## config.mk

```make
export PLATFORM = sky130hd
export DESIGN_NAME = dsp_core_run_control
export DESIGN_NICKNAME = d
export VERILOG_FILES = /design/src/shared/run_ctrl_pkg.sv /design/src/shared/trig_if.sv /design/src/rtl/dsp_core_run_control.sv /design/src/rtl/frame_trigger_mux.sv
export SDC_FILE = /design/constraint.sdc
export NUM_CORES = 1
export LEC_CHECK = 0
export ABC_CLOCK_PERIOD_IN_PS = 4200
export BUFFER_PORTS_ARGS = -buffer_cell sky130_fd_sc_hd__buf_2
export CORE_ASPECT_RATIO = 2
export CORE_MARGIN = 2
export CORE_UTILIZATION = 58
export CTS_BUF_LIST = sky130_fd_sc_hd__clkbuf_16
export DETAILED_ROUTE_END_ITERATION = 8
export GPL_TIMING_DRIVEN = 0
export PLACE_DENSITY = 0.93
export SYNTH_ARGS = -nofsm -noshare
export SYNTH_HDL_FRONTEND = slang
export SYNTH_SLANG_ARGS = --single-unit
```

## constraint.sdc

```tcl
create_clock -name clk_sys -period 4.2 [get_ports clk_sys]
set_clock_uncertainty 0.15 [all_clocks]
set_input_delay 0.42 -clock clk_sys [delete_from_list [all_inputs] [get_ports clk_sys]]
set_output_delay 0.42 -clock clk_sys [all_outputs]
set_load 0.01 [all_outputs]
```

## src/shared/run_ctrl_pkg.sv

```systemverilog
// Shared constants and types for the core run control registers.
package run_ctrl_pkg;

  localparam int REG_AW = 16;
  localparam int REG_DW = 16;
  localparam int SEL_W = 5;
  localparam int STATUS_W = 3;
  localparam int SRC_N = 17;

  localparam logic [REG_AW-1:0] OFS_DORMANT = 16'hf400;
  localparam logic [REG_AW-1:0] OFS_FRAME_SEL = 16'hf401;
  localparam logic [REG_AW-1:0] OFS_LAUNCH = 16'hf402;
  localparam logic [REG_AW-1:0] OFS_ABORT = 16'hf403;
  localparam logic [REG_AW-1:0] OFS_ENTRY = 16'hf404;
  localparam logic [REG_AW-1:0] OFS_STATUS = 16'hf405;

  localparam int BIT_TRIGGER = 0;

  localparam logic [SEL_W-1:0] RST_FRAME_SEL = 5'h02;
  localparam logic [REG_DW-1:0] RST_ENTRY = 16'h0000;
  localparam logic RST_TRIGGER_BIT = 1'b0;
  localparam logic RST_DORMANT = 1'b0;

  // Select codes equal the bit index into the packed source vector.
  localparam logic [SEL_W-1:0] SEL_CG1_BASE = 5'h00;
  localparam logic [SEL_W-1:0] SEL_CG2_BASE = 5'h05;
  localparam logic [SEL_W-1:0] SEL_SIN_BASE = 5'h08;
  localparam logic [SEL_W-1:0] SEL_SOUT_BASE = 5'h0c;
  localparam logic [SEL_W-1:0] SEL_SPDIF = 5'h10;

  typedef enum logic [STATUS_W-1:0] {
    RUN_STOP = 3'b000,
    RUN_ACTIVE = 3'b001,
    RUN_SLEEP = 3'b011
  } run_state_t;

endpackage : run_ctrl_pkg

```

## src/shared/trig_if.sv

```systemverilog
// Carrier between the run controller and the frame trigger selector.
`timescale 1ns/10ps
interface trig_if;
  import run_ctrl_pkg::*;
  logic [SEL_W-1:0] sel;
  logic frame_start;
  modport ctrl (output sel, input frame_start);
  modport mux (input sel, output frame_start);
endinterface : trig_if

```

## src/rtl/dsp_core_run_control.sv

```systemverilog
// Run control registers: frame trigger select, launch, abort, entry point.
//
// What this block does
// Codes 0 to 4 pick clock generator 1 at quarter to four times base.
// Codes 5 to 7 pick clock generator 2 at base/6, base/3, 2/3 base.
// Codes 8 to 11 follow serial input ports 0 to 3 frame rate.
// Codes 12 to 15 follow serial output ports 0 to 3 frame rate.
// Code 16 follows the rate recovered from the S/PDIF receiver.
// Trigger select field is five bits, resets to 2, upper bits reserved.
// Rising launch bit enables the core and starts the program counter.
// A launched program counter steps through program memory in order.
// Falling launch bit leaves core execution untouched.
// Rising abort bit halts the core at once, mid frame.
// Falling abort bit has no effect on the core.
// Software uses abort only for debug, preferring the dormant request.
// Launch loads the program counter from the entry point, reset zero.
// Dormant request stops the core only after the current frame ends.
// Dormant request masks interrupts and sleeps; clearing it unmasks.
// Status reads 000 after boot or abort, 001 while running.
// The selected trigger pulse starts each audio frame.
// Edges are found by comparing written bit with stored bit.
// Abort wins over launch when both arrive together.
//
// Design decision made here: the plain strobed port.
`timescale 1ns/10ps
module dsp_core_run_control
  import run_ctrl_pkg::*;
(
  input wire logic clk_sys, // System clock, 20 MHz.
  input wire logic rst, // Synchronous reset, active high.
  input wire logic [REG_AW-1:0] reg_addr, // Register address.
  input wire logic [REG_DW-1:0] reg_wdata, // Register write data.
  input wire logic reg_wr, // Write strobe, one cycle.
  input wire logic reg_rd, // Read strobe, one cycle.
  output logic [REG_DW-1:0] reg_rdata, // Read data, cycle after strobe.
  input wire logic [4:0] cg1_tick, // Clock generator 1 frame levels.
  input wire logic [2:0] cg2_tick, // Clock generator 2 frame levels.
  input wire logic [3:0] sin_frame, // Serial input port frame clocks.
  input wire logic [3:0] sout_frame, // Serial output port frame clocks.
  input wire logic spdif_frame, // Receiver recovered frame clock.
  output logic core_enable, // Core clock enable, high only while active, low when stopped or asleep.
  output logic [REG_DW-1:0] prog_counter, // Program fetch address.
  output logic [STATUS_W-1:0] core_status, // Run state code.
  output logic irq_mask, // High masks all core interrupts.
  output logic frame_start // One-cycle start of audio frame.
);

  ////////////////////////////////////////////////////////////////////////////
  // State and reset image.

  typedef struct packed {
    logic dormant;
    logic [SEL_W-1:0] sel;
    logic launch;
    logic abort;
    logic [REG_DW-1:0] entry;
    run_state_t run;
    logic en;
    logic [REG_DW-1:0] pc;
    logic [REG_DW-1:0] rdata;
  } ctrl_state_t;

  localparam ctrl_state_t RESET_STATE = '{
    dormant: RST_DORMANT,
    sel: RST_FRAME_SEL,
    launch: RST_TRIGGER_BIT,
    abort: RST_TRIGGER_BIT,
    entry: RST_ENTRY,
    run: RUN_STOP,
    en: 1'b0,
    pc: RST_ENTRY,
    rdata: 16'h0000
  };

  ctrl_state_t q;
  ctrl_state_t n;
  logic launch_rise;
  logic abort_rise;
  logic [SRC_N-1:0] src;

  trig_if trig ();

  // Decode shared by the write and the read path.
  function automatic logic hit(input logic [REG_AW-1:0] a,
                               input logic [REG_AW-1:0] ofs);
    hit = (a == ofs);
  endfunction : hit

  ////////////////////////////////////////////////////////////////////////////
  // Frame trigger selection.

  // Source index equals the select code, so the packing order matters.
  assign src = {spdif_frame, sout_frame, sin_frame, cg2_tick, cg1_tick};
  assign trig.sel = q.sel;

  frame_trigger_mux #(
    .N(SRC_N)
  ) u_mux (
    .clk_sys(clk_sys),
    .rst(rst),
    .src(src),
    .trig(trig)
  );

  ////////////////////////////////////////////////////////////////////////////
  // Register access and run sequencing.

  always_comb
  begin
    n = q;
    n.rdata = 16'h0000;
    launch_rise = 1'b0;
    abort_rise = 1'b0;

    if (reg_wr)
    begin
      if (hit(reg_addr, OFS_DORMANT))
      begin
        n.dormant = reg_wdata[BIT_TRIGGER];
      end
      else if (hit(reg_addr, OFS_FRAME_SEL))
      begin
        n.sel = reg_wdata[SEL_W-1:0];
      end
      else if (hit(reg_addr, OFS_LAUNCH))
      begin
        n.launch = reg_wdata[BIT_TRIGGER];
        launch_rise = reg_wdata[BIT_TRIGGER] & ~q.launch;
      end
      else if (hit(reg_addr, OFS_ABORT))
      begin
        n.abort = reg_wdata[BIT_TRIGGER];
        abort_rise = reg_wdata[BIT_TRIGGER] & ~q.abort;
      end
      else if (hit(reg_addr, OFS_ENTRY))
      begin
        n.entry = reg_wdata;
      end
    end

    // Reserved bits read as zero; unmapped reads return zero.
    if (reg_rd)
    begin
      if (hit(reg_addr, OFS_DORMANT))
      begin
        n.rdata = {15'h0000, q.dormant};
      end
      else if (hit(reg_addr, OFS_FRAME_SEL))
      begin
        n.rdata = {11'h000, q.sel};
      end
      else if (hit(reg_addr, OFS_LAUNCH))
      begin
        n.rdata = {15'h0000, q.launch};
      end
      else if (hit(reg_addr, OFS_ABORT))
      begin
        n.rdata = {15'h0000, q.abort};
      end
      else if (hit(reg_addr, OFS_ENTRY))
      begin
        n.rdata = q.entry;
      end
      else if (hit(reg_addr, OFS_STATUS))
      begin
        n.rdata = {13'h0000, q.run};
      end
    end

    // Abort is checked first so that it can never lose to a launch.
    if (abort_rise)
    begin
      n.run = RUN_STOP;
    end
    else if (launch_rise)
    begin
      n.run = RUN_ACTIVE;
      n.pc = q.entry;
    end
    else
    begin
      case (q.run)
        RUN_ACTIVE:
        begin
          if (trig.frame_start)
          begin
            // A new frame either rewinds the program or lets the core sleep.
            if (q.dormant)
            begin
              n.run = RUN_SLEEP;
            end
            else
            begin
              n.pc = q.entry;
            end
          end
          else
          begin
            n.pc = q.pc + 16'h0001;
          end
        end
        RUN_SLEEP:
        begin
          // Waking waits for a frame edge so that the program starts clean.
          if (!q.dormant && trig.frame_start)
          begin
            n.run = RUN_ACTIVE;
            n.pc = q.entry;
          end
        end
        default:
        begin
          n.run = RUN_STOP;
        end
      endcase
    end

    n.en = (n.run == RUN_ACTIVE);
  end

  always_ff @(posedge clk_sys)
  begin
    if (rst)
    begin
      q <= RESET_STATE;
    end
    else
    begin
      q <= n;
    end
  end

  assign reg_rdata = q.rdata;
  assign core_enable = q.en;
  assign prog_counter = q.pc;
  assign core_status = q.run;
  assign irq_mask = q.dormant;
  assign frame_start = trig.frame_start;
endmodule : dsp_core_run_control

```

## src/rtl/frame_trigger_mux.sv

```systemverilog
// Synchronises the frame sources and picks the one that starts each frame.
`timescale 1ns/10ps
module frame_trigger_mux
  import run_ctrl_pkg::*;
#(
  parameter int N = SRC_N
)
(
  input wire logic clk_sys, // System clock.
  input wire logic rst, // Synchronous reset, active high.
  input wire logic [N-1:0] src, // Raw frame rate levels.
  trig_if.mux trig // Select in, frame pulse out.
);

  typedef struct packed {
    logic [N-1:0] s1;
    logic [N-1:0] s2;
    logic prev;
    logic pulse;
  } mux_state_t;

  mux_state_t q;
  mux_state_t n;
  logic lvl;

  // Codes with no source behind them never start a frame.
  function automatic logic pick(input logic [N-1:0] v,
                                input logic [SEL_W-1:0] s);
    pick = 1'b0;
    if (int'(s) < N)
    begin
      pick = v[s];
    end
  endfunction : pick

  always_comb
  begin
    n = q;
    n.s1 = src;
    n.s2 = q.s1;
    lvl = pick(q.s2, trig.sel);
    n.prev = lvl;
    n.pulse = lvl & ~q.prev;
  end

  always_ff @(posedge clk_sys)
  begin
    if (rst)
    begin
      q <= '0;
    end
    else
    begin
      q <= n;
    end
  end

  assign trig.frame_start = q.pulse;
endmodule : frame_trigger_mux

```

==> metrics.yaml, run 1 <==
fin_tns_setup_ps: 0
fp.dieH_um: 124
critPathKind: "in -> reg"
cts_tree: "yes"
setup-violations-final: 0
yosys_most_used_dff: "dfxtp_1"
path_max_fanout: 10
final_max_slew_viol_count: 0
start_util_pct: 59.9
ys_warn_count: 0
rows: 43
rsz0062_at_grt: "false"
ir_drop_v: 0.000411
cts_sinks: 96
reg2reg_setup_slack_ps: 1710
ys_ff_latch: 96
min_to: "u_mux.n[2]$_SDFF_PP0_"
min_delay_path_depth: 2
dr.pass1.iters: 4
grt_max_degree: 17
drive_above_1_share_pct: 30.5
wl_per_cell_um: 16.5
grt_pass1_wl_mm: 17.1
min-delay-start: "cg1_tick[0]"
dp_slack_ps: 1290
fmax_mhz: 378
wl_mm: 10.5
dp_hpwl_mm: 7.94
gr-usage-met1_pct: 25.7
finalCriticalPeriod_ps: 2640
grt_usage_pct: 27.8
worstMarginPinSlew_ps: 652
clockBufferDepth: 2
cts_buffers: 9
reg2regPathDepth: 6
finalHoldViolCount: 0
n_antenna_cell: 0
r2r-start: "trig.sel[0]$_SDFFE_PP0P_"
final_nets: 593
drt_iter0_markers: 276
postRouteAntennaNets: 0
final_common_cell: "dfxtp_1"
hold_class: "in -> reg"
finalWorstSetupSlack_ps: 1560
yosysSeqAreaShare_pct: 45.9
utilization_pct: 71.8
globalRoute.busiestLayer: "met2"
vias_per_cell: 5.57
fp.dieW_um: 64.1
cts_root_buf: "clkbuf_16"
yosysUniqueCellTypes: 50
clk_latency_ps: 340
grt_use_met3_pct: 4.52
io_buffers: 89
hold_buffers: 0
min_period_over_period_pct: 62.9
use_met2_pct: 52.2
startpoint_type: "input port"
cp-end-kind: "flip-flop"
synth-edff-count: 0
post_cts_buffers: 0
netlist_area_um2: 4190
avgSynthCellArea_um2: 9.55
synthCells: 439
critPathRequiredTime_ps: 4280
area_growth_pct: 19.8
htree_num_levels: 3
crit_arrival_ps: 2730
antenna_found_initial: 0
drv_cap: 0
drc: 0
grt-ovfl-total: 0
max-slew-margin-rel_pct: 56.2
cts.repair.resized: 0
outcome: "complete, no violations"
power.density_nw_per_um2: 351
synth_nets: 493
core-area_um2: 6990
final_cell_mix: "dfxtp_1 (96), buf_2 (93), nand2_1 (46)"
rr_endpoint: "u_mux.trig.frame_start$_SDFF_PP0_"
ys_async_sr_fraction_pct: 0
p_leak_nw: 2.17
clk_pin_slew_ps: 60
routabilityCongestion: 0.973
die_area_um2: 7960
grt_pass1_vias: 3706
num_io_pins: 91
vias: 3534
[power breakdown]
| part | leakage, nW | switching, mW | internal, mW | total, mW |
|---|---|---|---|---|
| Sequential | 0.781 | 0.00516 | 0.926 | 0.931 |
| Clock | 0.141 | 0.347 | 0.403 | 0.750 |
| Combinational | 1.25 | 0.0440 | 0.0386 | 0.0826 |
| Total | 2.17 | 0.396 | 1.37 | 1.76 |
[synthesized netlist by cell type (all sizes together) (5+ instances only)]
cell type	count	area, um2
and2	13	81.3
dfxtp	96	1920
nand2	46	173
buf	44	332
nor2b	38	238
nor2	19	71.3
nand4	5	31.3
mux2i	23	230
a21oi	21	109
nand3	8	40.0
nor3	7	35.0
o32ai	14	145
mux4	6	135
a22oi	13	97.6
inv	19	71.3
clkbuf	16	60.1
nor4	8	77.6
[how the worst max path moves through the flow]
| stage | from | to | slack [ps] | depth (start not counted) |
|---|---|---|---|---|
| floorplan | reg_addr[7] | prog_counter[1]$_SDFFE_PP0P_ | 1790 | 6 |
| global placement | reg_addr[7] | reg_rdata[2]$_SDFF_PP0_ | 1320 | 7 |
| detailed placement | reg_addr[7] | reg_rdata[1]$_SDFF_PP0_ | 1290 | 7 |
| CTS | reg_addr[7] | reg_rdata[1]$_SDFF_PP0_ | 1650 | 7 |
| global route | reg_addr[7] | reg_rdata[1]$_SDFF_PP0_ | 1390 | 7 |
| finish | reg_addr[7] | reg_rdata[1]$_SDFF_PP0_ | 1560 | 7 |
[stage by stage]
step | hold slack (ps) | cells | area (um2) | total power [mW]
3_3_place_gp | 228 | 618 | 4750 | 1.03
5_1_grt | 133 | 634 | 5020 | 1.81
6_report | 131 | 634 | 5020 | 1.76
4_1_cts | 132 | 634 | 5020 | 1.77
3_5_place_dp | 240 | 618 | 4750 | 1.03
2_1_floorplan | 223 | 439 | 4190 | 0.992
[registers in the layout, indices dropped and copies added, names as in the netlist, 3 cells and up]
register	cells
q	18
u_mux.q	18
u_mux.n	17
core_status	3
reg_rdata	16
trig.sel	5
prog_counter	16
[area by class of cell]
class / count / area, um2
Multi-Input combinational cell: 264 / 1810
Tap cell: 90 / 113
Timing Repair Buffer: 89 / 445
Sequential cell: 96 / 1920
Clock buffer: 9 / 225
Buffer: 60 / 392
Inverter: 19 / 71.3
Fill cell: 531 / 1970
Clock inverter: 7 / 46.3
[kinds of logic after synthesis]
logic type / after synthesis / share of synthesized area [%]
DFF: 96 / 45.9
and+or+nand+nor: 165 / 21.6
other: 1 / 0.0895
adders and majority gates: 1 / 0.299
muxes: 30 / 9.08
AOI/OAI and AO/OA: 67 / 12.0
buffers and inverters: 79 / 11.0
[metal layers]
| layer | part of all wire, % | up-vias | wire [um] |
|---|---|---|---|
| met5 | 0 | - | 0 |
| met4 | 6.4 | 0 | 671 |
| met3 | 4.5 | 38 | 471 |
| met2 | 56 | 140 | 5890 |
| met1 | 33 | 1669 | 3430 |
| li1 | - | 1687 | - |
[critical path: stages]
cell	delay (ps)
buf_2	90
or4_4	570
nor4_2	390
nand3_1	170
nor4_2	510
buf_2	340
o2bb2ai_1	220
No activity file was read; power rests on OpenSTA's default activity.
==> run 2: changes to the inputs <==
ABC_AREA = 1   (was not set)
ABC_CLOCK_PERIOD_IN_PS = 2300   (was 4200)
CORE_UTILIZATION = 50   (was 58)
PLACE_DENSITY = 0.85   (was 0.93)
clock period = 2.3 ns   (was 4.2 ns; I/O delays follow)
==> run 2 against run 1 <==
Die area rose by 29%. Core utilization fell by 7.9 points. Critical path depth rose by 5. Clock-buffer cell count did not move. Via count rose by 37%. Final area rose by 18%. Clock power rose by 110%. Worst setup slack got worse by 1300 ps. Global-route usage fell by 1.6 points. Critical endpoint is now prog_counter[4]$_SDFFE_PP0P_. Largest cell class is now multi-input combinational cells.
==> metrics.yaml, run 2 <==
outcome: "complete, no violations"  # unchanged
power.density_nw_per_um2: 583  # was 351 nW/um2
final_max_slew_viol_count: 0  # unchanged
fmax_mhz: 495
io_buffers: 89  # unchanged
p_comb_share_pct: 6.0  # was 4.7%
max-slew-margin-rel_pct: 62.1  # was 56.2%
p_switching_mw: 0.806  # was 0.396 mW
ys_warn_count: 0  # unchanged
endpoint: "prog_counter[4]$_SDFFE_PP0P_"  # was reg_rdata[1]$_SDFF_PP0_
yosysSeqAreaShare_pct: 40.7  # was 45.9%
start_util_pct: 51.0  # was 59.9%
grt_pass1_wl_mm: 20.8  # was 17.1 mm
drc: 0  # unchanged
switching_share_pct: 23.4  # was 22.4%
vias: 4826  # was 3,534
clockBufferDepth: 2  # unchanged
drt_iter0_markers: 306  # was 276
finalHoldViolCount: 0  # unchanged
seq_power_share_pct: 49.3  # was 52.8%
synth-edff-count: 0  # unchanged
synth_area_leader_cell: "dfxtp_1"  # unchanged
die_area_um2: 10300  # was 7960 um2
drive_above_1_share_pct: 21.0  # was 30.5%
ir_drop_v: 0.000538  # was 0.000411 V
total_power_mw: 3.45  # was 1.76 mW
yosysMostFrequentCell: "nand2_1"  # was dfxtp_1
critPathKind: "reg -> reg"  # was in -> reg
drv_cap: 0  # unchanged
post_cts_buffers: 0  # unchanged
synth_top_area_share_pct: 40.7  # was 45.9%
postRouteAntennaNets: 0  # unchanged
worst_path_max_delay_cell: "dfxtp_2"  # was or4_4
clk_latency_ps: 350  # was 340 ps
grt-ovfl-total: 0  # unchanged
synth_common_cells: "nand2_1 (152), nor2_1 (121), dfxtp_1 (96)"  # was dfxtp_1 (96), nand2_1 (46), nor2b_1 (38)
synth_nets: 752  # was 493
critPathRequiredTime_ps: 2400  # was 4280 ps
grt_pass1_vias: 4592  # was 3,706
ys_ff_latch: 96  # unchanged
nFillCells: 817  # was 531
avgSynthCellArea_um2: 6.76  # was 9.55 um2
setup-violations-final: 0  # unchanged
core-area_um2: 9260  # was 6990 um2
startpoint_type: "flip-flop"  # was input port
synth.area.top_cells: "dfxtp_1 (41%), nand2_1 (12%), nor2_1 (9.6%), inv_1 (7.5%), buf_4 (5.7%)"  # was dfxtp_1 (46%), buf_4 (6.6%), nor2b_1 (5.7%), mux2i_1 (5.5%), nand2_1 (4.1%)
critPathTopFamily: "simple AND/OR/NAND/NOR gates"  # unchanged
internal_power_mw: 2.64  # was 1.37 mW
r2r-start: "prog_counter[0]$_SDFFE_PP0P_"  # was trig.sel[0]$_SDFFE_PP0P_
synthCells: 698  # was 439
path_cells: "ha_1 > nand3_1 > inv_1 > nand2_1 > nand3_1 > nand2_1 > nand2_1 > nand2_1 > a21oi_1 > nand2_1 > nand2_1 > nor2_1"  # was buf_2 > or4_4 > nor4_2 > nand3_1 > nor4_2 > buf_2 > o2bb2ai_1
dr.pass1.iters: 7  # was 4
yosys_most_used_dff: "dfxtp_1"  # unchanged
final_common_cell: "nand2_1"  # was dfxtp_1
cts_tree: "yes"  # unchanged
cts_sinks: 96  # unchanged
rsz0062_at_grt: "false"  # unchanged
ys_async_sr_fraction_pct: 0  # unchanged
cts_buffers: 9  # unchanged
antenna_found_initial: 0  # unchanged
clockPowerShare_pct: 44.7  # was 42.5%
hold_class: "in -> reg"  # unchanged
grt_max_degree: 18  # was 17
fp.dieW_um: 72.7  # was 64.1 um
final_cell_mix: "nand2_1 (152), nor2_1 (121), inv_1 (95), dfxtp_1 (95), buf_2 (93)"  # was dfxtp_1 (96), buf_2 (93), nand2_1 (46)
fp.dieH_um: 141  # was 124 um
num_io_pins: 91  # unchanged
min_period_over_period_pct: 87.9
reg2regPathDepth: 12  # was 6
fin_tns_setup_ps: 0  # unchanged
htree_num_levels: 3  # unchanged
dp_hpwl_mm: 9.45  # was 7.94 mm
grt_usage_pct: 26.2  # was 27.8%
clk_pin_slew_ps: 70  # was 60 ps
routabilityCongestion: 0.934  # was 0.973
final_nets: 883  # was 593
worst-path-buf-inv: 1  # was 2
vias_per_cell: 5.14  # was 5.57
cts_root_buf: "clkbuf_16"  # unchanged
netlist_area_um2: 4720  # was 4190 um2
wl_mm: 13.0  # was 10.5 mm
rows: 50  # was 43
yosysUniqueCellTypes: 36  # was 50
cp-end-kind: "flip-flop"  # unchanged
crit_path_max_incr_delay_ps: 440  # was 570 ps
cp-startpoint: "prog_counter[0]$_SDFFE_PP0P_"  # was reg_addr[7]
finalCriticalPeriod_ps: 2020
reg2reg_setup_slack_ps: 280  # was 1710 ps
path_max_fanout: 9  # was 10
rr_endpoint: "prog_counter[4]$_SDFFE_PP0P_"  # was u_mux.trig.frame_start$_SDFF_PP0_
worst-path-stages: 12  # was 7
worstMarginPinSlew_ps: 568  # was 652 ps
area_growth_pct: 25.4  # was 19.8%
p_leak_nw: 2.87  # was 2.17 nW
crit_arrival_ps: 2120  # was 2730 ps
wl_per_cell_um: 13.8  # was 16.5 um
crit_top_cell: "nand2_1"
==> run 2: changes by cell type after synthesis, moves of 20 or more <==
cell     previous run  this run
inv_1              19        94
mux2i_1            23         0
nand2_1            46       152
nor2b_1            38         0
o21ai_0             1        29
nand3_1             8        28
o21ai_1             0        24
nor2_1             19       121
==> run 2: metal layers <==
metal	track usage (%)	wire length [um]	vias to the layer above
met2	49.1	7230	137
met5	0	0	-
met1	23.7	4360	2227
li1	-	-	2399
met3	3.69	394	63
met4	20.9	964	0
==> run 2: power groups by stage <==
stage	logic (mW)	registers, mW	clock network (mW)
final	0.208	1.70	1.54
after global routing	0.231	1.70	1.63
after CTS	0.204	1.70	1.55
after floorplan	0.0855	1.74	0
after detailed placement	0.164	1.74	0
after global placement	0.160	1.74	0
==> run 2: how the worst min path moves through the flow <==
stage,depth (start not counted),slack [ps],endpoint,startpoint
global placement,1,220,u_mux.trig.frame_start$_SDFF_PP0_,u_mux.q[1]$_SDFF_PP0_
floorplan,2,190,u_mux.n[10]$_SDFF_PP0_,sin_frame[0]
global route,3,20,trig.sel[3]$_SDFFE_PP0P_,reg_wdata[3]
finish,3,3,trig.sel[3]$_SDFFE_PP0P_,reg_wdata[3]
detailed placement,1,230,u_mux.trig.frame_start$_SDFF_PP0_,u_mux.q[1]$_SDFF_PP0_
CTS,3,10,trig.sel[3]$_SDFFE_PP0P_,reg_wdata[3]
==> run 2: final cells by class <==
cell class / count / area (um2) / share of cell area (%)
inverter: 101 / 379 / 6.41
sequential: 96 / 1920 / 32.5
timing repair buffer: 120 / 756 / 12.8
multi-input combinational: 445 / 2060 / 34.8
clock inverter: 7 / 82.6 / 1.40
clock buffer: 9 / 225 / 3.81
buffer: 56 / 358 / 6.05
tap: 104 / 130 / 2.20
antenna: 1 / 2.50 / 0.0423
==> run 2: per-stage QoR <==
| step | instance area [um2] | hold WS (ps) | cells | setup slack (ps) | util [%] |
|---|---|---|---|---|---|
| finish | 5920 | 2.78 | 939 | 279 | 63.9 |
| global route | 5910 | 19.2 | 938 | 130 | 63.9 |
| CTS | 5910 | 9.73 | 938 | 195 | 63.9 |
| global placement | 5300 | 224 | 891 | 226 | 57.2 |
| floorplan | 4720 | 187 | 698 | 656 | - |
| detailed placement | 5300 | 227 | 891 | 231 | 57.2 |
==> run 2: timing repair <==
action | 4_1_cts | 5_1_grt
hold buffers | 31 | 0
resized for setup | 0 | 1
hold endpoints to repair | 32 | 0
setup endpoints to repair | 0 | 2
==> run 2: cell families after synthesis <==
kind of cell / Yosys count / share of synthesized area (%)
AND/OR/NAND/NOR: 353 / 32.8
buffers and inverters: 157 / 15.6
flip-flops: 96 / 40.7
AO/OA/AOI/OAI: 87 / 9.99
XOR/XNOR: 3 / 0.557
adder cells (fa/ha/maj): 1 / 0.265
other: 1 / 0.0795
==> run 2: worst register-to-register path, stage by stage (launching register included) <==
cell     delay, ps
dfxtp_2        440
ha_1           220
nand3_1        150
inv_1          170
nand2_1         60
nand3_1        100
nand2_1         60
nand2_1         60
nand2_1         60
a21oi_1        260
nand2_1         90
nand2_1         70
nor2_1          40
==> run 3: changes to the inputs <==
REMOVE_ABC_BUFFERS = 1   (was not set)
==> run 3 against run 2 <==
Clock-buffer cell count unchanged. Total power rose by 2.4%. Worst setup slack worse by 170 ps. Largest power group unchanged. Largest cell class unchanged. Final area shrank 5.5%.
==> metrics.yaml, run 3 (synthesized netlist as in run 2, its figures left out) <==
outcome: "complete, no violations"  # unchanged
place_inst: 836  # was 891
nFillCells: 844  # was 817
grt_pass1_wl_mm: 19.2  # was 20.8 mm
antenna_found_initial: 0  # unchanged
met1Wirelength_mm: 4.20  # was 4.36 mm
drt_iter0_markers: 394  # was 306
grt_pass1_vias: 4387  # was 4,592
power.density_nw_per_um2: 631  # was 583 nW/um2
met3WireLength_um: 520  # was 394 um
drv_cap: 0  # unchanged
core-area_um2: 9260  # unchanged
min-delay-start: "reg_wdata[4]"  # was reg_wdata[3]
routabilityCongestion: 0.875  # was 0.934
cts_root_buf: "clkbuf_16"  # unchanged
finalCriticalPeriod_ps: 2190  # was 2020 ps
worstMarginPinSlew_ps: 785  # was 568 ps
vias: 4566  # was 4,826
rsz0062_at_grt: "false"  # unchanged
fmax_mhz: 456  # was 495 MHz
clk_pin_slew_ps: 70  # about the same
postRouteAntennaNets: 0  # unchanged
critPathKind: "reg -> reg"  # unchanged
grt_max_degree: 46  # was 18
wl_met2_mm: 6.23  # was 7.23 mm
final_nets: 828  # was 883
area_growth_pct: 18.5  # was 25.4%
post_cts_buffers: 0  # unchanged
io_buffers: 90  # was 89
hold_class: "in -> reg"  # unchanged
critPathRequiredTime_ps: 2390  # was 2400 ps
wl_per_cell_um: 13.1  # was 13.8 um
htree_num_levels: 3  # unchanged
instances_no_fill: 883  # was 939
fp.dieH_um: 141  # unchanged
clockBufferDepth: 2  # unchanged
vias_per_cell: 5.17  # was 5.14
final_common_cell: "nand2_1"  # unchanged
cts_tree: "yes"  # unchanged
setup-violations-final: 0  # unchanged
finalHoldViolCount: 0  # unchanged
ir_drop_v: 0.000574  # was 0.000538 V
highest_layer: "met4"  # unchanged
rows: 50  # unchanged
r2r-start: "u_mux.trig.frame_start$_SDFF_PP0_"  # was prog_counter[0]$_SDFFE_PP0P_
n_antenna_cell: 0  # was 1
final_max_slew_viol_count: 0  # unchanged
final_cell_mix: "nand2_1 (151), nor2_1 (120), dfxtp_1 (96)"  # was nand2_1 (152), nor2_1 (121), inv_1 (95), dfxtp_1 (95), buf_2 (93)
max-slew-margin-rel_pct: 47.4  # was 62.1%
fp.dieW_um: 72.7  # unchanged
die_area_um2: 10300  # unchanged
cp-end-kind: "flip-flop"  # unchanged
crit_arrival_ps: 2290  # was 2120 ps
cp-startpoint: "u_mux.trig.frame_start$_SDFF_PP0_"  # was prog_counter[0]$_SDFFE_PP0P_
dr.pass1.iters: 5  # was 7
drive_above_1_share_pct: 17.7  # was 21.0%
min_period_over_period_pct: 95.3  # was 87.9%
num_io_pins: 91  # unchanged
start_util_pct: 51.0  # unchanged
utilization_pct: 60.4  # was 63.9%
drc: 0  # unchanged
p_leak_nw: 2.65  # was 2.87 nW
wl_mm: 11.6  # was 13.0 mm
startpoint_type: "flip-flop"  # unchanged
grt_usage_pct: 23.4  # was 26.2%
cts_sinks: 96  # unchanged
clk_latency_ps: 340  # was 350 ps
grt-ovfl-total: 0  # unchanged
dp_hpwl_mm: 7.81  # was 9.45 mm
path_max_fanout: 17  # was 9
cts_buffers: 9  # unchanged
run 3: changes by cell type in the layout (fill, tap and decap cells not counted), sizes merged:
| cell | change |
|---|---|
| clkbuf | -13 |
| diode | -1 |
| buf | -42 |
| dlygate4sd3 | -1 |
| bufinv | +1 |
run 3: cell type report:
class	instances	area, um2	area share, %
Tap cell	104	130	2.33
Sequential cell	96	1920	34.4
Clock inverter	7	101	1.81
Multi-Input combinational cell	445	2070	37.0
Inverter	101	383	6.85
Timing Repair Buffer	120	753	13.5
Clock buffer	9	225	4.03
Timing Repair inverter	1	5.00	0.0895
run 3: metal layers:
metal | global-route usage [%] | up-vias
li1 | - | 2288
met1 | 23.7 | 2054
met2 | 42.8 | 173
met3 | 3.41 | 51
met4 | 15.1 | 0
met5 | 0 | -
run 3: where the power goes:
part	switching, mW	total [mW]	internal, mW
registers	0.0101	1.70	1.69
logic	0.105	0.199	0.0933
clock network	0.664	1.63	0.966
total	0.779	3.53	2.75
run 3: timing repair:
| item | CTS | global route |
|---|---|---|
| cloned | 1 | 0 |
| hold buffers | 30 | 0 |
| endpoints found under the hold margin | 30 | 0 |
| setup endpoints to repair | 30 | 45 |
| gates resized for setup | 2 | 3 |
run 3: per-stage QoR:
stage	power (mW)	instance area, um2	setup WS (ps)	hold WS [ps]	setup TNS (ps)
floorplan	1.81	4360	141	142	0
global placement	1.89	4940	-595	221	-15220
detailed placement	1.89	4940	-623	231	-16510
CTS	3.55	5580	29.0	6.86	0
global route	3.66	5590	0.397	33.4	0
finish	3.53	5590	107	26.0	0
run 3: worst paths after layout:
check / endpoint / cells after the start / slack, ps
hold / removal: trig.sel[4]$_SDFFE_PP0P_ / 3 / 30
setup reg to reg: prog_counter[14]$_SDFFE_PP0P_ / 9 / 110
hold reg to reg: u_mux.q[8]$_SDFF_PP0_ / 2 / 250
setup / recovery: prog_counter[14]$_SDFFE_PP0P_ / 9 / 110
run 3: worst max-delay path, stage by stage (launching register included):
cell     delay [ps]
dfxtp_1         630
inv_2           250
o21ai_0         210
o21ai_1         120
nand2_4         120
inv_2            70
nor2_8          260
nand3_1         140
nand2_1          90
inv_1            40
